==> config.mk <==
export PLATFORM = sky130hd
export DESIGN_NAME = licc_top
export DESIGN_NICKNAME = d
export VERILOG_FILES = /design/src/hdl/licc_pkg.sv /design/src/hdl/licc_top.sv
export SDC_FILE = /design/constraint.sdc
export NUM_CORES = 2
export LEC_CHECK = 0
export BUFFER_PORTS_ARGS = -buffer_cell sky130_fd_sc_hd__buf_2
export CORE_MARGIN = 2
export CORE_UTILIZATION = 66
export DETAILED_ROUTE_END_ITERATION = 8
export GPL_TIMING_DRIVEN = 0
export PLACE_DENSITY = 0.84
export SLEW_MARGIN = 10
export SYNTH_ARGS = -nofsm -noshare
export SYNTH_HDL_FRONTEND = slang
export SYNTH_SLANG_ARGS = --single-unit
export TNS_END_PERCENT = 100
==> constraint.sdc <==
create_clock -name clock_i -period 397.1 [get_ports clock_i]
set_clock_uncertainty 0.05 [all_clocks]
set_input_delay 119.13 -clock clock_i [delete_from_list [all_inputs] [get_ports clock_i]]
set_output_delay 119.13 -clock clock_i [all_outputs]
set_load 0.005 [all_outputs]
==> src/hdl/licc_pkg.sv <==
// constants, types and helpers of the lin interface config and control block
package licc_pkg;
  // ***********************
  // register map
  // ***********************
  localparam int ADDR_W = 8;
  localparam int DATA_W = 32;
  localparam logic [7:0] OFS_CTRL = 8'h00;
  localparam logic [7:0] OFS_BAUD = 8'h04;
  localparam logic [7:0] OFS_DIV = 8'h08;
  localparam logic [7:0] OFS_RSPTO = 8'h0c;
  localparam logic [7:0] OFS_STAT = 8'h10;
  localparam int CTRL_CHK = 0;
  localparam int CTRL_LEN = 1;
  localparam int CTRL_LOGW = 2;
  localparam int CTRL_SLEEP = 3;
  localparam int ST_WARN = 0;
  localparam int ST_RERR = 1;
  localparam int ST_WAKE = 2;
  localparam int ST_IDLE = 3;
  localparam int ST_BUSY = 4;
  localparam logic [3:0] CTRL_RST = 4'h0;
  localparam logic [14:0] BAUD_RST = 15'h0;
  localparam logic [9:0] DIV_RST = 10'h0;
  localparam logic [15:0] RSPTO_RST = 16'h0;
  // ***********************
  // rates and timing
  // ***********************
  localparam int BAUD_MIN = 2400;
  localparam int BAUD_MAX = 20000;
  localparam int REF_HZ = 1500000;
  localparam int DEV_DEN = 200;
  localparam int CLK_PERIOD_NS = 10;
  localparam logic [7:0] REF_DEN = 8'd200;
  localparam logic [7:0] REF_NUM = 8'(64'(REF_HZ) * CLK_PERIOD_NS * REF_DEN / 64'd1000000000);
  localparam int EXT_UNIT_US = 50;
  localparam int EXT_UNIT_CYC = EXT_UNIT_US * 1000 / CLK_PERIOD_NS;
  localparam int SLEEP_IDLE_S = 4;
  localparam int SLEEP_IDLE_CYC = int'(64'(SLEEP_IDLE_S) * 64'd1000000000 / CLK_PERIOD_NS);
  localparam logic [7:0] HDR_BITS = 8'd34;
  localparam logic [7:0] TO_BITS_PER_BYTE = 8'd14;
  localparam logic [3:0] MAX_DATA = 4'd8;
  localparam int IFS_BITS_DEF = 10;
  // ***********************
  // types
  // ***********************
  typedef enum logic [1:0] {
    REQ_FULL = 2'b00,
    REQ_RESP = 2'b01,
    REQ_HDR = 2'b10
  } licc_kind_t;
  typedef struct packed {
    logic valid;
    licc_kind_t frame_request_type;
    logic [3:0] len;
  } licc_req_t;
  typedef struct packed {
    logic valid;
    logic start;
    logic is_id;
    logic [7:0] data;
  } licc_byte_t;
  typedef enum logic [1:0] {
    S_IDLE = 2'b00,
    S_WAIT = 2'b01,
    S_EXTRA = 2'b10,
    S_IFS = 2'b11
  } licc_state_t;
  // ***********************
  // helpers
  // ***********************
  function automatic logic [9:0] baud_div(input logic [14:0] rate);
    logic [31:0] q;
    q = (32'(REF_HZ) + {18'h0, rate[14:1]}) / {17'h0, rate};
    return q[9:0];
  endfunction
  function automatic logic dev_warn(input logic [14:0] rate, input logic [9:0] div);
    logic [31:0] prod;
    logic [31:0] diff;
    prod = {17'h0, rate} * {22'h0, div};
    diff = (prod > 32'(REF_HZ)) ? prod - 32'(REF_HZ) : 32'(REF_HZ) - prod;
    return (64'(diff) * DEV_DEN) > 64'(prod);
  endfunction
  function automatic logic [7:0] add8(input logic [7:0] a, input logic [7:0] b);
    logic [8:0] s;
    s = {1'b0, a} + {1'b0, b};
    return s[7:0] + {7'h0, s[8]};
  endfunction
  function automatic logic [7:0] rsp_limit(input logic [3:0] n);
    return HDR_BITS + TO_BITS_PER_BYTE * ({4'h0, n} + 8'd1);
  endfunction
endpackage

==> src/hdl/licc_top.sv <==
// lin interface configuration, checksum, response timing and sleep control
`timescale 1ns/1ps
`default_nettype none
// Summary of operation
// baud writes from 2400 to 20000 are accepted, others refused
// divisor is 1500000 over rate, rounded to nearest
// warning when derived rate is off by more than half a percent
// checksum type 0 sums data bytes only
// checksum type 1 adds the identifier byte too
// length check off ends header response by eight-byte timeout
// length check on ends response after length-code data bytes
// length check off spaces headers by header, eight bytes, checksum, gap
// length check on spaces headers by header, length bytes, checksum, gap
// length check on refuses header length outside one to eight
// length check touches only header requests
// wakeup always a state; logged as frame when logging set
// response timeout lengthened by programmed 50 us units
// powers up awake with sleep cleared
// host may set sleep at any time while awake
// four seconds of bus silence flags a sleep condition
// while asleep, host or wakeup logic clears sleep
// bit timing divides a 1.5 MHz tick by the divisor
// reset returns every setting to zero
module licc_top #(
  parameter int IDLE_CYC = licc_pkg::SLEEP_IDLE_CYC,
  parameter int UNIT_CYC = licc_pkg::EXT_UNIT_CYC,
  parameter int IFS_BITS = licc_pkg::IFS_BITS_DEF
) (
  input wire logic clock_i,
  input wire logic reset_i,
  input wire logic [licc_pkg::ADDR_W-1:0] addr_i,
  input wire logic [licc_pkg::DATA_W-1:0] wdata_i,
  input wire logic wr_i,
  input wire logic rd_i,
  output logic [licc_pkg::DATA_W-1:0] rdata_o,
  input wire logic lin_rx_i,
  input wire licc_pkg::licc_req_t req_i,
  output logic req_ready_o,
  output logic req_taken_o,
  output logic req_bad_o,
  input wire licc_pkg::licc_byte_t byte_i,
  output logic [7:0] checksum_o,
  output logic bit_tick_o,
  output logic eor_o,
  output logic rsp_timeout_o,
  output logic sleep_o,
  output logic sleep_cond_o,
  output logic wake_frame_o
);
  import licc_pkg::*;
  localparam int IW = $clog2(IDLE_CYC + 1);
  localparam int UW = $clog2(UNIT_CYC + 1);
  // ***********************
  // register bus decode
  // ***********************
  logic [3:0] ctrl_reg;
  logic [14:0] baud_reg;
  logic [9:0] div_reg;
  logic [15:0] rspto_reg;
  logic warn_reg, rerr_reg, wake_reg, idle_reg;
  logic [31:0] rdata_reg;
  licc_state_t st_reg, st_next;
  wire wr_ctrl = wr_i && addr_i == OFS_CTRL;
  wire wr_baud = wr_i && addr_i == OFS_BAUD;
  wire wr_rspto = wr_i && addr_i == OFS_RSPTO;
  wire wr_stat = wr_i && addr_i == OFS_STAT;
  wire [14:0] wrate = wdata_i[14:0];
  wire rate_ok = wdata_i[31:15] == 17'h0 && 32'(wrate) >= BAUD_MIN && 32'(wrate) <= BAUD_MAX;
  wire chk_type = ctrl_reg[CTRL_CHK];
  wire len_chk = ctrl_reg[CTRL_LEN];
  wire log_wake = ctrl_reg[CTRL_LOGW];
  wire [4:0] stat_word = {st_reg != S_IDLE, idle_reg, wake_reg, rerr_reg, warn_reg};
  wire [31:0] rd_mux = (addr_i == OFS_CTRL) ? {28'h0, ctrl_reg} :
                       (addr_i == OFS_BAUD) ? {17'h0, baud_reg} :
                       (addr_i == OFS_DIV) ? {22'h0, div_reg} :
                       (addr_i == OFS_RSPTO) ? {16'h0, rspto_reg} :
                       (addr_i == OFS_STAT) ? {27'h0, stat_word} : 32'h0;
  // ***********************
  // pin sync, idle and wake
  // ***********************
  logic rx_s1, rx_s2, rx_prev;
  logic [IW-1:0] idle_cnt;
  logic sleep_cond_reg, wake_frame_reg;
  wire rx_edge = rx_s2 != rx_prev;
  wire idle_hit = !ctrl_reg[CTRL_SLEEP] && idle_cnt == IW'(IDLE_CYC - 1);
  wire wake_ev = ctrl_reg[CTRL_SLEEP] && rx_prev && !rx_s2;
  wire sleep_next = wake_ev ? 1'b0 : (wr_ctrl ? wdata_i[CTRL_SLEEP] : ctrl_reg[CTRL_SLEEP]);
  always_ff @(posedge clock_i) begin
    if (reset_i) begin
      rx_s1 <= 1'b1;
      rx_s2 <= 1'b1;
      rx_prev <= 1'b1;
    end else begin
      rx_s1 <= lin_rx_i;
      rx_s2 <= rx_s1;
      rx_prev <= rx_s2;
    end
  end
  always_ff @(posedge clock_i) begin
    if (reset_i || rx_edge || ctrl_reg[CTRL_SLEEP]) begin
      idle_cnt <= '0;
    end else if (idle_cnt != IW'(IDLE_CYC)) begin
      idle_cnt <= idle_cnt + IW'(1);
    end
  end
  always_ff @(posedge clock_i) begin
    if (reset_i) begin
      ctrl_reg <= CTRL_RST;
      baud_reg <= BAUD_RST;
      div_reg <= DIV_RST;
      rspto_reg <= RSPTO_RST;
      warn_reg <= 1'b0;
      rerr_reg <= 1'b0;
      wake_reg <= 1'b0;
      idle_reg <= 1'b0;
      rdata_reg <= 32'h0;
      sleep_cond_reg <= 1'b0;
      wake_frame_reg <= 1'b0;
    end else begin
      if (wr_ctrl) begin
        ctrl_reg[2:0] <= wdata_i[2:0];
      end
      ctrl_reg[CTRL_SLEEP] <= sleep_next;
      if (wr_baud && rate_ok) begin
        baud_reg <= wrate;
        div_reg <= baud_div(wrate);
        warn_reg <= dev_warn(wrate, baud_div(wrate));
        rerr_reg <= 1'b0;
      end else if (wr_baud) begin
        rerr_reg <= 1'b1;
      end
      if (wr_rspto) begin
        rspto_reg <= wdata_i[15:0];
      end
      wake_reg <= wake_ev || (wake_reg && !(wr_stat && wdata_i[ST_WAKE]));
      idle_reg <= idle_hit || (idle_reg && !(wr_stat && wdata_i[ST_IDLE]));
      sleep_cond_reg <= idle_hit;
      wake_frame_reg <= wake_ev && log_wake;
      rdata_reg <= rd_i ? rd_mux : 32'h0;
    end
  end
  // ***********************
  // bit timing
  // ***********************
  logic [7:0] ref_acc;
  logic ref_tick;
  logic [9:0] bit_cnt;
  logic bit_tick_reg;
  wire [7:0] acc_sum = ref_acc + REF_NUM;
  wire bit_hit = ref_tick && div_reg != 10'h0 && bit_cnt >= div_reg - 10'd1;
  always_ff @(posedge clock_i) begin
    if (reset_i) begin
      ref_acc <= 8'h0;
      ref_tick <= 1'b0;
      bit_cnt <= 10'h0;
      bit_tick_reg <= 1'b0;
    end else begin
      ref_acc <= (acc_sum >= REF_DEN) ? acc_sum - REF_DEN : acc_sum;
      ref_tick <= acc_sum >= REF_DEN;
      if (wr_baud || bit_hit) begin
        bit_cnt <= 10'h0;
      end else if (ref_tick) begin
        bit_cnt <= bit_cnt + 10'd1;
      end
      bit_tick_reg <= bit_hit;
    end
  end
  // ***********************
  // checksum
  // ***********************
  logic [7:0] sum_reg;
  logic [7:0] chk_reg;
  wire use_byte = byte_i.valid && (!byte_i.is_id || chk_type);
  wire [7:0] sum_base = byte_i.start ? 8'h0 : sum_reg;
  wire [7:0] sum_next = use_byte ? add8(sum_base, byte_i.data) : sum_base;
  always_ff @(posedge clock_i) begin
    if (reset_i) begin
      sum_reg <= 8'h0;
      chk_reg <= 8'hff;
    end else if (byte_i.valid) begin
      sum_reg <= sum_next;
      chk_reg <= ~sum_next;
    end
  end
  // ***********************
  // header response timing
  // ***********************
  logic [7:0] tbits;
  logic [7:0] limit_reg;
  logic [3:0] nbytes, len_reg;
  logic [15:0] units;
  logic [UW-1:0] ucyc;
  logic ready_reg, taken_reg, bad_reg, eor_reg, tout_reg;
  wire is_hdr = req_i.frame_request_type == REQ_HDR;
  wire take = req_i.valid && ready_reg;
  wire len_bad = len_chk && (req_i.len == 4'h0 || req_i.len > MAX_DATA);
  wire hdr_go = take && is_hdr && !len_bad;
  wire data_in = byte_i.valid && !byte_i.is_id;
  wire [3:0] nb_next = data_in ? nbytes + 4'd1 : nbytes;
  wire len_done = len_chk && nb_next >= len_reg;
  wire bits_out = bit_tick_reg && tbits >= limit_reg - 8'd1;
  wire unit_end = ucyc == UW'(UNIT_CYC - 1);
  wire ext_out = units >= rspto_reg || (unit_end && units + 16'd1 >= rspto_reg);
  wire ifs_done = bit_tick_reg && 32'(tbits) >= IFS_BITS - 1;
  always_comb begin
    st_next = st_reg;
    unique case (st_reg)
      S_IDLE: if (hdr_go) st_next = S_WAIT;
      S_WAIT: if (len_done) st_next = S_IFS;
              else if (bits_out) st_next = S_EXTRA;
      S_EXTRA: if (len_done || ext_out) st_next = S_IFS;
      S_IFS: if (ifs_done) st_next = S_IDLE;
    endcase
  end
  always_ff @(posedge clock_i) begin
    if (reset_i) begin
      st_reg <= S_IDLE;
      tbits <= 8'h0;
      limit_reg <= 8'h0;
      nbytes <= 4'h0;
      len_reg <= 4'h0;
      units <= 16'h0;
      ucyc <= '0;
      ready_reg <= 1'b0;
      taken_reg <= 1'b0;
      bad_reg <= 1'b0;
      eor_reg <= 1'b0;
      tout_reg <= 1'b0;
    end else begin
      st_reg <= st_next;
      ready_reg <= st_next == S_IDLE;
      taken_reg <= take && !(is_hdr && len_bad);
      bad_reg <= take && is_hdr && len_bad;
      eor_reg <= st_reg != S_IFS && st_next == S_IFS;
      tout_reg <= st_reg == S_EXTRA && ext_out && len_chk && !len_done;
      if (hdr_go) begin
        len_reg <= len_chk ? req_i.len : MAX_DATA;
        limit_reg <= rsp_limit(len_chk ? req_i.len : MAX_DATA);
      end
      nbytes <= (st_reg == S_IDLE) ? 4'h0 : nb_next;
      if (st_next != st_reg) begin
        tbits <= 8'h0;
      end else if (bit_tick_reg) begin
        tbits <= tbits + 8'd1;
      end
      ucyc <= (st_reg != S_EXTRA || unit_end) ? '0 : ucyc + UW'(1);
      if (st_reg != S_EXTRA) begin
        units <= 16'h0;
      end else if (unit_end) begin
        units <= units + 16'd1;
      end
    end
  end
  // ***********************
  // outputs
  // ***********************
  assign rdata_o = rdata_reg;
  assign req_ready_o = ready_reg;
  assign req_taken_o = taken_reg;
  assign req_bad_o = bad_reg;
  assign checksum_o = chk_reg;
  assign bit_tick_o = bit_tick_reg;
  assign eor_o = eor_reg;
  assign rsp_timeout_o = tout_reg;
  assign sleep_o = ctrl_reg[CTRL_SLEEP];
  assign sleep_cond_o = sleep_cond_reg;
  assign wake_frame_o = wake_frame_reg;
endmodule
`default_nettype wire

==> impl_metrics.tcl <==
set metrics [dict create \
    drt_iter0_drc 3721 \
    synth_edf_count 0 \
    period_share_pct 61.3 \
    core_um2 60600 \
    fin_util_pct 70.9 \
    grt_start_max_net_pins 34 \
    seq_area_frac_synth_pct 9.52 \
    async_flop_share_pct 0 \
    numCtsBuffers 17 \
    avgSynthCellArea_um2 7.45 \
    grt_setup_unrepaired "no" \
    yosys_most_used_dff "dfxtp_1" \
    fp-row-count 90 \
    largest_register_ffs 29 \
    synth.top_cell.area_share_pct 19.1 \
    wl_per_cell_um 17.7 \
    max_stage_delay_ns 0.66 \
    drt_first_pass_iters 6 \
    area_growth_pct 5.77 \
    largest_register "idle_cnt" \
    die_area_um2 63500 \
    ctsHtreeMaxLevel 4 \
    required_ns 397.32 \
    worstMarginPinSlew_ns 1.27 \
    cts_tree "built" \
    grt_pass1_vias 38841 \
    grt_pass1_wl_um 188000 \
    routed_via_density 6.43 \
    die_height_um 252 \
    clock-sinks 193 \
    syn-cell-area_um2 40600 \
    drc 0 \
    ctsHoldBuffers 0 \
    start_util_pct 67.0 \
    drive_gt1_share_pct 7.33 \
    yosysTopAreaCell "ha_1" \
    detail-route-antenna-nets 0 \
    dpl_cell_area_um2 42300 \
    yosysUniqueCellTypes 125 \
    grt_overflow_total 0 \
    wl_um 113000 \
    route.vias.total 41069 \
    path_common_cell "o21a_1" \
    outcome "finished clean" \
    cts.repair.resized 0 \
    hold_path.class "reg2reg" \
    gr-usage-all-layers_pct 35.1 \
    crit_path_start_kind "input pin" \
    ys_warn_count 0 \
    setup_viol 0 \
    dpl.hpwl_um 90600 \
    final_max_slew_viol_count 0 \
    clk_transition_reported_paths_ns 0.08 \
    die_x_um 252 \
    io_buffers 86 \
    final_area_um2 42900 \
    pin_count 112 \
    synth_common_cells "621 x ha_1, 550 x nor2_1, 505 x nand2_1, 443 x a21oi_1, 375 x inv_1" \
    path_class "in2reg" \
    ys_ff_latch 193 \
    place.gp.congestion 0.958 \
    min_period_ns 243.57 \
    num-fill-cells 5076 \
    final_cells 6391 \
    insertion_delay_ns 0.45 \
    clockRootBuffer "clkbuf_16" \
    cts_setup_buffers 0 \
    nNetsFinal 6405 \
    syn_inst 5452 \
    fin_setup_tns_ns 0 \
    crit_slowest_cell "a41oi_1" \
    cp-end-kind "flop" \
    crit_fanout 21 \
    clockBufferDepth 2 \
    hold_violations 0 \
    yosysMostFrequentCell "ha_1" \
    antenna_found_initial 8 \
    synth.area.top_cells "ha_1 19%, dfxtp_1 9.5%, fa_1 6.4%" \
    timing.fmax_mhz 4.11 \
    drv_cap 0 \
    dp.cells 6354 \
    crit_arrival_ns 243.79 \
    slew_headroom_pct 15.4 \
]
-- final timing paths --
kind                    from  endpoint  slack, ns  cells after the start
setup / recovery  wdata_i[0]  warn_reg     153.53                    535
hold / removal         rx_s1     rx_s2       0.37                      1
setup reg to reg    units[0]  tbits[0]     392.35                     27
hold reg to reg        rx_s1     rx_s2       0.37                      1
-- cell usage in the layout (no fill, tap or decap), types with 97 or more instances in the layout --
| master | count |
|---|---|
| nor3_1 | 261 |
| nor2_1 | 550 |
| xnor2_1 | 207 |
| clkbuf_1 | 125 |
| o21ai_0 | 196 |
| ha_1 | 621 |
| dfxtp_1 | 193 |
| inv_1 | 364 |
| buf_2 | 97 |
| o21a_1 | 204 |
| a21oi_1 | 443 |
| fa_1 | 130 |
| nand3_1 | 128 |
| nand2_1 | 505 |
| xor2_1 | 153 |
| o31ai_1 | 104 |
-- per-stage QoR --
stage               hold slack (ns)  setup WS [ns]
finish                        0.368         153.53
global route                  0.375         144.21
CTS                           0.369         156.15
detailed placement            0.349         156.28
global placement              0.342         156.85
floorplan                     0.339         175.78
-- area by class of cell --
type	instances	area, um^2	share of cell area, %
repair buffers	95	641	1.49
clock inverters	13	156	0.364
clock buffers	19	453	1.05
well taps	782	978	2.28
diodes	5	12.5	0.0291
multi-input cells	4720	34600	80.6
flip-flops and latches	193	3860	9.00
inverters	379	1430	3.32
plain buffers	185	818	1.91
-- metal layers --
layer	share of wire (%)	up-vias	wire length [um]	global-route usage [%]
li1	-	19949	-	-
met1	44	19261	50100	48.2
met2	45	1600	50900	57.8
met3	8.1	255	9230	3.98
met4	2.8	4	3150	10.3
met5	0.024	-	27	0
-- cells by family after synthesis --
logic type                 Yosys count  share of synthesized area (%)
DFF                                193                           9.52
xor gates and xnor gates           360                           7.77
AOI/OAI and AO/OA                 1453                           24.2
adders and majority gates          751                           25.5
muxes                              138                           3.65
and+or+nand+nor                   1991                           23.8
other                                2                         0.0185
buffers and inverters              564                           5.52
-- critical path: cells and delay by family --
| family | cells | cell delay, ns |
|---|---|---|
| XOR/XNOR | 4 | 0.94 |
| adder cells (fa/ha/maj) | 38 | 12.33 |
| multiplexers | 9 | 3.22 |
| AND/OR/NAND/NOR | 98 | 19.27 |
| AO/OA/AOI/OAI | 318 | 67.33 |
| buffers and inverters | 68 | 21.18 |
Power is left out: the tool's default activity adds up to more than one toggle a clock period on the data nets, which glitch-free logic cannot reach.
